**src/logic/periph_off_regs.svh**
```systemverilog
// Offsets, masks, reset values and timing counts of the peripheral disable bank.
// Assumes a 32-bit register bus where byte address = register index * 4.
`ifndef PERIPH_OFF_REGS_SVH
`define PERIPH_OFF_REGS_SVH

// Register indices; byte address is four times the index
`define POFF_IDX_CTRL0    8'h62
`define POFF_IDX_CTRL1    8'h63
`define POFF_IDX_CTRL2    8'h64
`define POFF_IDX_CTRL3    8'h65
`define POFF_IDX_CTRL4    8'h66
`define POFF_IDX_CTRL5    8'h67
`define POFF_IDX_CTRL6    8'h68
`define POFF_IDX_RECOVER  8'h69
`define POFF_IDX_EARLY    8'h6A

// Implemented-bit masks and reset value
`define POFF_MASK_CTRL0   8'hFB
`define POFF_MASK_FULL    8'hFF
`define POFF_MASK_CTRL6   8'h01
`define POFF_RESET        8'h00

// Flat bit positions of the fuse-governed zero-cross detectors, and the number of peripherals in the bank
`define POFF_ZC1_POS      6'h0E
`define POFF_ZC2_POS      6'h28
`define POFF_NUM_PERIPH   7'h38

// Bus answers
`define POFF_RESP_OKAY    2'h0
`define POFF_RESP_SLVERR  2'h2

// Timing: clock period, instruction cycle, re-enable guard of two instruction cycles
`define POFF_CLK_NS       20
`define POFF_INSTR_NS     80
`define POFF_RECOVER_NS   (2 * `POFF_INSTR_NS)
`define POFF_RECOVER_CYC  ((`POFF_RECOVER_NS + `POFF_CLK_NS - 1) / `POFF_CLK_NS)

`endif

```
**src/logic/periph_off_pkg.sv**
```systemverilog
// Types of the peripheral disable bank: per-register field layouts and bus bundles.
// Assumes nothing beyond the constants header.
`default_nettype none
package periph_off_pkg;
   typedef logic [7:0] ctrl_byte_t;

   typedef struct packed {
      logic sysclk_net_off;
      logic volt_ref_off;
      logic volt_detect_off;
      logic crc_off;
      logic mem_scan_off;
      logic unused;
      logic clk_ref_out_off;
      logic pin_change_off;
   } ctrl0_s;
   typedef struct packed {
      logic       comparator1_off;
      logic       zero_cross1_off;
      logic [5:0] timer_n_off;
   } ctrl1_s;
   typedef struct packed {
      logic capture_compare2_off;
      logic capture_compare1_off;
      logic compl_waveform_off;
      logic num_ctrl_osc_off;
      logic clock_tuning_off;
      logic dac_off;
      logic adc_off;
      logic comparator2_off;
   } ctrl2_s;
   typedef struct packed {
      logic [1:0] uart_n_off;
      logic       spi2_off;
      logic       spi1_off;
      logic       i2c1_off;
      logic [2:0] pwm_n_off;
   } ctrl3_s;
   typedef struct packed {
      logic [2:0] dma_n_off;
      logic [3:0] logic_cell_n_off;
      logic       i2c2_off;
   } ctrl4_s;
   typedef struct packed {
      logic [3:0] logic_cell_hi_off;
      logic       dma4_off;
      logic       universal_timer_b_off;
      logic       universal_timer_a_off;
      logic       zero_cross2_off;
   } ctrl5_s;
   typedef struct packed {
      logic [6:0] unused;
      logic       signal_route_off;
   } ctrl6_s;
   typedef struct packed {
      ctrl6_s r6;
      ctrl5_s r5;
      ctrl4_s r4;
      ctrl3_s r3;
      ctrl2_s r2;
      ctrl1_s r1;
      ctrl0_s r0;
   } bank_s;

   typedef struct packed {
      logic        valid;
      logic [11:0] addr;
      logic [31:0] data;
      logic [3:0]  strb;
   } wr_req_s;
endpackage
`default_nettype wire

```
**src/logic/axil_slave_port.sv**
```systemverilog
// AXI4-Lite slave front end: one write and one read in flight, fixed latency.
// Assumes the bank answers a write or read request combinationally in the same cycle.
`timescale 1ns/1ps
`default_nettype none
`include "periph_off_regs.svh"
module axil_slave_port (
   input  wire logic                    clk,
   input  wire logic                    srst,
   input  wire logic [11:0]             awaddr,
   input  wire logic                    awvalid,
   output logic                         awready,
   input  wire logic [31:0]             wdata,
   input  wire logic [3:0]              wstrb,
   input  wire logic                    wvalid,
   output logic                         wready,
   output logic [1:0]                   bresp,
   output logic                         bvalid,
   input  wire logic                    bready,
   input  wire logic [11:0]             araddr,
   input  wire logic                    arvalid,
   output logic                         arready,
   output logic [31:0]                  rdata,
   output logic [1:0]                   rresp,
   output logic                         rvalid,
   input  wire logic                    rready,
   output periph_off_pkg::wr_req_s      wrReq,
   input  wire logic [1:0]              wrResp,
   output logic [11:0]                  rdAddr,
   input  wire logic [31:0]             rdData,
   input  wire logic [1:0]              rdResp
);
   logic        awHeld, wHeld, arHeld, rdFire;
   logic [11:0] wrAddr_reg;
   logic [31:0] wrData_reg;
   logic [3:0]  wrStrb_reg;

   assign awready = !awHeld && !bvalid;
   assign wready = !wHeld && !bvalid;
   assign arready = !arHeld && !rvalid;
   // One driver for the whole bundle; the held fields are registered below
   assign wrReq = '{valid: awHeld && wHeld && !bvalid,
                    addr:  wrAddr_reg,
                    data:  wrData_reg,
                    strb:  wrStrb_reg};
   assign rdFire = arHeld && !rvalid;

   always_ff @(posedge clk) begin
      if (srst || wrReq.valid) awHeld <= 1'b0;
      else if (awvalid && awready) awHeld <= 1'b1;
      if (srst || wrReq.valid) wHeld <= 1'b0;
      else if (wvalid && wready) wHeld <= 1'b1;
   end

   always_ff @(posedge clk) begin
      if (awvalid && awready) wrAddr_reg <= awaddr;
      if (wvalid && wready) begin
         wrData_reg <= wdata;
         wrStrb_reg <= wstrb;
      end
   end

   always_ff @(posedge clk) begin
      if (srst) begin
         bvalid <= 1'b0;
         bresp  <= `POFF_RESP_OKAY;
      end else if (wrReq.valid) begin
         bvalid <= 1'b1;
         bresp  <= wrResp;
      end else if (bready) bvalid <= 1'b0;
   end

   always_ff @(posedge clk) begin
      if (srst) begin
         arHeld <= 1'b0;
         rdAddr <= 12'h000;
      end else if (arvalid && arready) begin
         arHeld <= 1'b1;
         rdAddr <= araddr;
      end else if (rdFire) arHeld <= 1'b0;
   end

   always_ff @(posedge clk) begin
      if (srst) begin
         rvalid <= 1'b0;
         rdata  <= 32'h0000_0000;
         rresp  <= `POFF_RESP_OKAY;
      end else if (rdFire) begin
         rvalid <= 1'b1;
         rdata  <= rdData;
         rresp  <= rdResp;
      end else if (rready) rvalid <= 1'b0;
   end
endmodule // axil_slave_port
`default_nettype wire

```
**src/logic/periph_disable_bank.sv**
```systemverilog
// Peripheral disable bank: seven control bytes on AXI4-Lite, one bit per peripheral.
// Assumes peripherals take holdReset as a synchronous reset and route their
// register accesses through the sfr port below.
`timescale 1ns/1ps
`default_nettype none
`include "periph_off_regs.svh"
module periph_disable_bank (
   input  wire logic                  clk,
   input  wire logic                  srst,
   // AXI4-Lite register port
   input  wire logic [11:0]           awaddr,
   input  wire logic                  awvalid,
   output logic                       awready,
   input  wire logic [31:0]           wdata,
   input  wire logic [3:0]            wstrb,
   input  wire logic                  wvalid,
   output logic                       wready,
   output logic [1:0]                 bresp,
   output logic                       bvalid,
   input  wire logic                  bready,
   input  wire logic [11:0]           araddr,
   input  wire logic                  arvalid,
   output logic                       arready,
   output logic [31:0]                rdata,
   output logic [1:0]                 rresp,
   output logic                       rvalid,
   input  wire logic                  rready,
   // Fuse levels: high keeps that zero-cross detector running
   input  wire logic                  zeroCross1FuseOn,
   input  wire logic                  zeroCross2FuseOn,
   // Register contents and per-peripheral controls
   output periph_off_pkg::bank_s      offState,
   output periph_off_pkg::bank_s      holdReset,
   output periph_off_pkg::bank_s      sfrBlocked,
   // Peripheral register access path, peripheral selected by flat bit index
   input  wire logic [5:0]            sfrSel,
   input  wire logic                  sfrWrEn,
   input  wire logic                  sfrRdEn,
   input  wire logic [7:0]            sfrRdDataIn,
   output logic                       sfrWrEnOut,
   output logic [7:0]                 sfrRdDataOut
);
   localparam int NumRegs = 7;

   periph_off_pkg::wr_req_s    wrReq;
   logic [1:0]                 wrResp;
   logic [11:0]                rdAddr;
   logic [31:0]                rdData;
   logic [1:0]                 rdResp;

   periph_off_pkg::ctrl_byte_t ctrlReg [NumRegs];
   logic [NumRegs-1:0]         wrHit;
   logic                       wrHitAny;
   logic                       wrHitRecover;
   logic                       wrHitEarly;
   logic [55:0]                offFlat;
   logic [55:0]                forceOnFlat;
   logic [55:0]                holdFlat;
   logic [55:0]                blockFlat;
   logic [55:0]                recoverFlat;
   logic [NumRegs-1:0]         recoverByReg;
   logic [NumRegs-1:0]         early_reg;
   logic [NumRegs-1:0]         early_next;
   logic [NumRegs-1:0]         earlySet;
   logic                       selValid;
   logic                       selBlocked;
   logic                       selRecovering;

   // Register index of bank position n
   function automatic logic [7:0] regIdx(input int unsigned n);
      case (n)
         0:       return `POFF_IDX_CTRL0;
         1:       return `POFF_IDX_CTRL1;
         2:       return `POFF_IDX_CTRL2;
         3:       return `POFF_IDX_CTRL3;
         4:       return `POFF_IDX_CTRL4;
         5:       return `POFF_IDX_CTRL5;
         default: return `POFF_IDX_CTRL6;
      endcase
   endfunction

   // Implemented bits of bank position n
   function automatic logic [7:0] regMask(input int unsigned n);
      case (n)
         0:       return `POFF_MASK_CTRL0;
         6:       return `POFF_MASK_CTRL6;
         default: return `POFF_MASK_FULL;
      endcase
   endfunction

   // Word-aligned decode; low two address bits are ignored as AXI allows
   function automatic logic hits(input logic [11:0] addr, input logic [7:0] idx);
      return addr[11:2] == {2'b00, idx};
   endfunction

   axil_slave_port u_bus (
      .clk     (clk),
      .srst    (srst),
      .awaddr  (awaddr),
      .awvalid (awvalid),
      .awready (awready),
      .wdata   (wdata),
      .wstrb   (wstrb),
      .wvalid  (wvalid),
      .wready  (wready),
      .bresp   (bresp),
      .bvalid  (bvalid),
      .bready  (bready),
      .araddr  (araddr),
      .arvalid (arvalid),
      .arready (arready),
      .rdata   (rdata),
      .rresp   (rresp),
      .rvalid  (rvalid),
      .rready  (rready),
      .wrReq   (wrReq),
      .wrResp  (wrResp),
      .rdAddr  (rdAddr),
      .rdData  (rdData),
      .rdResp  (rdResp)
   );

   // Control bytes; only byte lane 0 carries register data
   for (genvar g = 0; g < NumRegs; g++) begin : gRegs
      assign wrHit[g] = wrReq.valid && hits(wrReq.addr, regIdx(g));

      always_ff @(posedge clk) begin
         if (srst) ctrlReg[g] <= `POFF_RESET;
         else if (wrHit[g] && wrReq.strb[0])
            ctrlReg[g] <= wrReq.data[7:0] & regMask(g);
      end

      assign offFlat[g*8 +: 8] = ctrlReg[g];
      assign recoverByReg[g] = |recoverFlat[g*8 +: 8];
   end

   assign wrHitRecover = wrReq.valid && hits(wrReq.addr, `POFF_IDX_RECOVER);
   assign wrHitEarly = wrReq.valid && hits(wrReq.addr, `POFF_IDX_EARLY);
   assign wrHitAny = (|wrHit) || wrHitRecover || wrHitEarly;
   assign wrResp = wrHitAny ? `POFF_RESP_OKAY : `POFF_RESP_SLVERR;

   // Field view of the bank; positions follow the packed layouts
   assign offState = periph_off_pkg::bank_s'(offFlat);
   // Same view carries the remaining registers' maps

   // Only the two zero-cross detectors have a fuse above their disable bit
   always_comb begin
      forceOnFlat = 56'h00_0000_0000_0000;
      forceOnFlat[`POFF_ZC1_POS] = zeroCross1FuseOn;
      forceOnFlat[`POFF_ZC2_POS] = zeroCross2FuseOn;
   end

   for (genvar p = 0; p < 56; p++) begin : gGates
      periph_recover_gate u_gate (
         .clk        (clk),
         .srst       (srst),
         .offReq     (offFlat[p]),
         .forceOn    (forceOnFlat[p]),
         .holdReset  (holdFlat[p]),
         .sfrBlock   (blockFlat[p]),
         .recovering (recoverFlat[p])
      );
   end

   assign holdReset = periph_off_pkg::bank_s'(holdFlat);
   assign sfrBlocked = periph_off_pkg::bank_s'(blockFlat);

   // Peripheral register path: writes are dropped and reads return zero while blocked
   assign selValid = {1'b0, sfrSel} < `POFF_NUM_PERIPH;
   assign selBlocked = selValid && blockFlat[sfrSel];
   assign selRecovering = selValid && recoverFlat[sfrSel];
   assign sfrWrEnOut = sfrWrEn && !selBlocked;

   always_ff @(posedge clk) begin
      if (srst) sfrRdDataOut <= 8'h00;
      else if (sfrRdEn) sfrRdDataOut <= selBlocked ? 8'h00 : sfrRdDataIn;
   end

   // Accesses inside the guard window break software's side of the re-enable
   // contract; they are recorded per register so firmware can find the culprit
   always_comb begin
      earlySet = '0;
      if ((sfrWrEn || sfrRdEn) && selRecovering) earlySet[sfrSel[5:3]] = 1'b1;
   end

   // Write one to clear; a new event in the same cycle wins over the clear
   always_comb begin
      early_next = early_reg;
      if (wrHitEarly && wrReq.strb[0]) early_next = early_reg & ~wrReq.data[NumRegs-1:0];
      early_next = early_next | earlySet;
   end

   always_ff @(posedge clk) begin
      if (srst) early_reg <= '0;
      else early_reg <= early_next;
   end

   // Read mux; the front end registers the result
   always_comb begin
      rdData = 32'h0000_0000;
      rdResp = `POFF_RESP_SLVERR;
      for (int i = 0; i < NumRegs; i++) begin
         if (hits(rdAddr, regIdx(i))) begin
            rdData = {24'h00_0000, ctrlReg[i]};
            rdResp = `POFF_RESP_OKAY;
         end
      end
      if (hits(rdAddr, `POFF_IDX_RECOVER)) begin
         rdData = {25'h000_0000, recoverByReg};
         rdResp = `POFF_RESP_OKAY;
      end
      if (hits(rdAddr, `POFF_IDX_EARLY)) begin
         rdData = {25'h000_0000, early_reg};
         rdResp = `POFF_RESP_OKAY;
      end
   end
endmodule // periph_disable_bank
`default_nettype wire

```
**src/logic/periph_recover_gate.sv**
```systemverilog
// Per-peripheral gate: reset hold while disabled, register block through re-enable guard.
// Assumes one clock; the guard count comes from the constants header.
`timescale 1ns/1ps
`default_nettype none
`include "periph_off_regs.svh"
module periph_recover_gate (
   input  wire logic clk,
   input  wire logic srst,
   input  wire logic offReq,
   input  wire logic forceOn,
   output logic      holdReset,
   output logic      sfrBlock,
   output logic      recovering
);
   logic [3:0] guard_reg;
   logic       effOff;

   assign effOff = offReq && !forceOn;
   assign holdReset = effOff;

   // Guard reloads while off so the full window runs from the clearing edge
   always_ff @(posedge clk) begin
      if (srst) guard_reg <= 4'h0;
      else if (effOff) guard_reg <= 4'(`POFF_RECOVER_CYC);
      else if (guard_reg != 4'h0) guard_reg <= guard_reg - 4'h1;
   end

   // The counter sits loaded while off; only the run after re-enable is recovery
   assign recovering = !effOff && (guard_reg != 4'h0);
   assign sfrBlock = effOff || recovering;
endmodule // periph_recover_gate
`default_nettype wire

```
**config.mk**
```make
export PLATFORM = sky130hd
export DESIGN_NAME = periph_disable_bank
export DESIGN_NICKNAME = d
export VERILOG_FILES = /design/src/logic/periph_off_pkg.sv /design/src/logic/axil_slave_port.sv /design/src/logic/periph_disable_bank.sv /design/src/logic/periph_recover_gate.sv
export VERILOG_INCLUDE_DIRS = /design/src /design/src/logic
export SDC_FILE = /design/constraint.sdc
export NUM_CORES = 1
export LEC_CHECK = 0
export BUFFER_PORTS_ARGS = -buffer_cell sky130_fd_sc_hd__buf_4
export CAP_MARGIN = 20
export CORE_MARGIN = 10
export CORE_UTILIZATION = 40
export CTS_BUF_LIST = sky130_fd_sc_hd__clkbuf_16
export CTS_CLUSTER_SIZE = 24
export DETAILED_ROUTE_END_ITERATION = 12
export PLACE_DENSITY_LB_ADDON = 0.08
export SLEW_MARGIN = 20
export SYNTH_ARGS = -nofsm -noshare
export SYNTH_HDL_FRONTEND = slang
export SYNTH_SLANG_ARGS = --single-unit
export TNS_END_PERCENT = 10
```
**constraint.sdc**
```tcl
create_clock -name clk -period 6.3 [get_ports clk]
set_input_delay 0.315 -clock clk [delete_from_list [all_inputs] [get_ports clk]]
set_output_delay 0.315 -clock clk [all_outputs]
set_load 0.02 [all_outputs]
```
==> results.md <==
- Result of the run: complete, no violations
- Synth async-reset ratio: 0%
- Number of failing hold endpoints at the final stage: 0
- Average routed wire per standard cell: 19.6 um
- Setup Crit Path Kind: reg2out
- Pre-antenna DRT Iters: 5
- CP Data Arrival Time: 3470 ps
- Busiest metal layer after global routing: met2
- Power share of the combinational group: 50.3%
- Number of ports placed on the die boundary: 303
- Worst-path fanout max: 9
- Total cell area at the placement stage: 0.0196 mm2
- Max Freq: 0.264 GHz
- Most frequently used flop master after synthesis: sky130_fd_sc_hd__dfxtp_1
- Area fraction of the dominant cell type after synthesis: 28.4%
- Fill count: 4,509
- Avg Vias per Cell: 5.24
- GR Layer Usage met3: 3.45%
- ANT nets after route: 0
- Maximum vdd ir drop: 287 uV
- Portion of the post-synthesis area used by sequential elements: 39.1%
- Sw frac: 41.2%
- Clock period minus worst slack: 3780 ps
- Largest net degree at the start of global routing: 132
- Clock tree from TritonCTS: built
- Total die area: 0.0556 mm2
- Number of storage elements in the synthesis netlist: 331
- Part of the power in the clock network: 20.2%
- Leakage power total: 8.42 nW
- Cell at the root of the clock tree: sky130_fd_sc_hd__clkbuf_16
- Die width: 236 um
- Worst r2r path cells: 8
- Tightest hold margin: 35.8 ps
- Max-capacitance violation count: 0
- Number of remaining DRC errors: 0
- Layout-stage area growth over the synthesis result: 13.4%
- RSZ-0062 raised after global routing: no
- All-layer global routing usage: 19.2%
- Number of distinct library cells after synthesis: 81
- Sum of negative setup slack: 0 ps
- CP Capture Point: sfrWrEnOut
- Number of CTS-inserted buffers: 41
- Placement Setup Slack: 2820 ps
- Clock slew at reported path FFs: 60 ps
- Synthesized area divided by synthesized cell count: 8.88 um2
- PwrDens: 531 mW/mm2
- GPL Wtd Cong: 0.891
- Clock latency of the later-clocked register in the worst-skew pair: 570 ps
- Initial detailed-routing violation count: 1,133
- Effective utilization at floorplan: 40.2%
- Number of synthesized flops with an enable pin: 67
- Crit. Startpoint: gGates[53].u_gate.guard_reg[0]
- Max clock buf depth: 3
- Number of nets in the layout: 2,377
- Vias in the first global route: 14.4k
- Least setup slack across all paths after layout: 2520 ps
- Num Clock Sinks: 331
- Ranking of synthesized cells by area: sky130_fd_sc_hd__dfxtp_1 (28%), sky130_fd_sc_hd__edfxtp_1 (11%), sky130_fd_sc_hd__buf_4 (7.9%)
- GRT met2 Usage: 33.0%
- Std-Cell Core Area: 0.0464 mm2
- Largest clock skew in the final design: 16.3 ps
- Largest area contributor in the netlist: sky130_fd_sc_hd__dfxtp_1
- First-pass GRT wire length: 85,000 um
- Transition at the pin with the smallest max-transition slack: 1030 ps
- Hold Crit Class: in2reg
- Max reg flops: 224
- Row count: 79
- Number of cells produced by synthesis: 2,100
- Final setup fails: 0
- Syn. warnings: 0
- H-tree level count: 2
- Required time reported for the critical path endpoint: 5980 ps
- Part of the cycle the worst path needs: 60.1%
- Count of input and output buffers: 229
- Switching power: 4.62 mW
- Routed WL: 55,500 um
- Synthesized area: 0.0186 mm2
- Endpoint of the most critical register-to-register path: u_bus.rdata[4]
- Kind of capture point of the worst setup path: output pin
- Final standard cell area without fillers: 0.0211 mm2
- Half-perimeter wire length of the detailed placement result: 41,400 um
- Hold-fix buffers, CTS: 26
- Critical path launch point type: flop
- PostCTS Resize Cnt: 0
- Worst R2R Setup Slack: 3330 ps
- Origin of the critical flop-to-flop path: gGates[38].u_gate.guard_reg[0]
- Aggregate global routing overflow: 0
- Die height: 236 um
- Post-CTS repair timing setup buffer count: 0
- Antenna violations before repair: 0
- Routed via count: 14.8k
- Cell Int Power: 6.60 mW
- Area of the multi-input gates: 0.00907 mm2
- Met1 Usage GRT: 24.2%
- Worst max-slew margin expressed relative to the limit: 30.7%
- Number of pins exceeding their max-slew limit in the final report: 0
- Ratio of cells with drive above 1 in the final layout: 16.8%
- Area occupied by registers: 0.00730 mm2
- Fraction of power consumed by sequential logic: 29.5%
==> placed cells by master (no fill, tap or decap), types with 11 or more instances in the layout <==
| master | netlist | layout |
|---|---|---|
| sky130_fd_sc_hd__or3_1 | 64 | 64 |
| sky130_fd_sc_hd__nor3_1 | 158 | 158 |
| sky130_fd_sc_hd__o21ai_0 | 22 | 22 |
| sky130_fd_sc_hd__clkbuf_16 | 0 | 41 |
| sky130_fd_sc_hd__buf_4 | 196 | 242 |
| sky130_fd_sc_hd__or4b_2 | 14 | 14 |
| sky130_fd_sc_hd__and2_1 | 49 | 49 |
| sky130_fd_sc_hd__or3b_2 | 16 | 16 |
| sky130_fd_sc_hd__ha_1 | 104 | 104 |
| sky130_fd_sc_hd__nor2_1 | 176 | 176 |
| sky130_fd_sc_hd__nor3b_2 | 10 | 11 |
| sky130_fd_sc_hd__nor4_1 | 60 | 60 |
| sky130_fd_sc_hd__nand3b_1 | 15 | 15 |
| sky130_fd_sc_hd__edfxtp_1 | 67 | 67 |
| sky130_fd_sc_hd__conb_1 | 1 | 42 |
| sky130_fd_sc_hd__a211oi_1 | 21 | 21 |
| sky130_fd_sc_hd__nand2_1 | 96 | 96 |
| sky130_fd_sc_hd__nor3b_1 | 45 | 44 |
| sky130_fd_sc_hd__dlygate4sd3_1 | 0 | 26 |
| sky130_fd_sc_hd__a21oi_1 | 183 | 183 |
| sky130_fd_sc_hd__xnor2_1 | 104 | 104 |
| sky130_fd_sc_hd__nand2b_1 | 24 | 24 |
| sky130_fd_sc_hd__dfxtp_1 | 264 | 264 |
| sky130_fd_sc_hd__nor2b_1 | 11 | 11 |
| sky130_fd_sc_hd__inv_1 | 166 | 171 |
| sky130_fd_sc_hd__clkinv_1 | 1 | 13 |
| sky130_fd_sc_hd__nand3_1 | 16 | 16 |
==> critical path: stages, from the launching register on <==
cell and delay [ps]:
sky130_fd_sc_hd__dfxtp_1 300, sky130_fd_sc_hd__inv_1 80, sky130_fd_sc_hd__ha_1 200, sky130_fd_sc_hd__nor3b_1 450, sky130_fd_sc_hd__inv_1 230, sky130_fd_sc_hd__a311oi_1 290
sky130_fd_sc_hd__o21ai_1 140, sky130_fd_sc_hd__o211ai_1 750, sky130_fd_sc_hd__nor2_1 70, sky130_fd_sc_hd__a21boi_0 210, sky130_fd_sc_hd__buf_4 170
==> power by group through the flow <==
stage	combinational (mW)	sequential [mW]	clock (mW)
finish	5.65	3.31	2.26
global route	6.33	3.41	2.41
CTS	5.70	3.31	2.33
global placement	5.56	3.34	0
detailed placement	5.65	3.35	0
floorplan	4.55	3.21	0
==> through the flow <==
step | util, % | power [mW] | instances
floorplan | - | 7.76 | 2141
global placement | 42.2 | 8.89 | 2726
detailed placement | 42.2 | 8.99 | 2726
CTS | 45.6 | 11.3 | 2826
global route | 45.6 | 12.2 | 2826
finish | 45.6 | 11.2 | 2827
==> routing by layer <==
layer	vias up	routed length [um]
met3	71	2950
met4	0	1030
met1	7073	24400
li1	7298	-
met2	369	27200
met5	-	0
==> final cells by class <==
cell class                      count  area share (%)
Antenna cell                        1          0.0118
Clock buffer                       41            4.86
Clock inverter                     33            1.19
Inverter                          167            2.97
Multi-Input combinational cell   1378            42.9
Sequential cell                   331            34.5
Tap cell                          607            3.59
Timing Repair Buffer              269            9.90
==> cells by family after synthesis <==
logic type	synth area share (%)
AO/OA/AOI/OAI	11.0
adder cells (fa/ha/maj)	6.98
XOR/XNOR	4.89
multiplexers	1.47
buffers and inverters	13.0
other	0.0201
AND/OR/NAND/NOR	23.5
flip-flops	39.1
==> cell usage after synthesis, types with 5 or more instances <==
master and number:
sky130_fd_sc_hd__dfxtp_1 264, sky130_fd_sc_hd__buf_4 196, sky130_fd_sc_hd__a21oi_1 183, sky130_fd_sc_hd__nor2_1 176
sky130_fd_sc_hd__inv_1 166, sky130_fd_sc_hd__nor3_1 158, sky130_fd_sc_hd__ha_1 104, sky130_fd_sc_hd__xnor2_1 104
sky130_fd_sc_hd__nand2_1 96, sky130_fd_sc_hd__edfxtp_1 67, sky130_fd_sc_hd__or3_1 64, sky130_fd_sc_hd__nor4_1 60
sky130_fd_sc_hd__clkbuf_1 53, sky130_fd_sc_hd__and2_1 49, sky130_fd_sc_hd__nor3b_1 45, sky130_fd_sc_hd__nand2b_1 24
sky130_fd_sc_hd__o21ai_0 22, sky130_fd_sc_hd__a211oi_1 21, sky130_fd_sc_hd__nand3_1 16, sky130_fd_sc_hd__or3b_2 16
sky130_fd_sc_hd__nand3b_1 15, sky130_fd_sc_hd__or4b_2 14, sky130_fd_sc_hd__nor2b_1 11, sky130_fd_sc_hd__nor3b_2 10
sky130_fd_sc_hd__buf_6 9, sky130_fd_sc_hd__mux4_2 9, sky130_fd_sc_hd__a221oi_1 8, sky130_fd_sc_hd__a32oi_1 8
sky130_fd_sc_hd__and3_1 8, sky130_fd_sc_hd__o22ai_1 7, sky130_fd_sc_hd__o311ai_2 7, sky130_fd_sc_hd__mux2i_1 6
sky130_fd_sc_hd__a22oi_1 5, sky130_fd_sc_hd__o211ai_1 5, sky130_fd_sc_hd__o41ai_1 5
==> worst min-delay path by stage <==
stage	cells past startpoint	startpoint	endpoint	slack [ps]
3_3_place_gp	2	early_reg[4]	early_reg[4]	440
2_1_floorplan	0	awaddr[10]	u_bus.wrAddr_reg[10]	410
3_5_place_dp	2	early_reg[4]	early_reg[4]	450
4_1_cts	3	wvalid	u_bus.wHeld	10
5_1_grt	3	araddr[2]	u_bus.rdAddr[2]	50
6_report	3	wvalid	u_bus.wHeld	40
No activity file was read; power rests on OpenSTA's default activity.
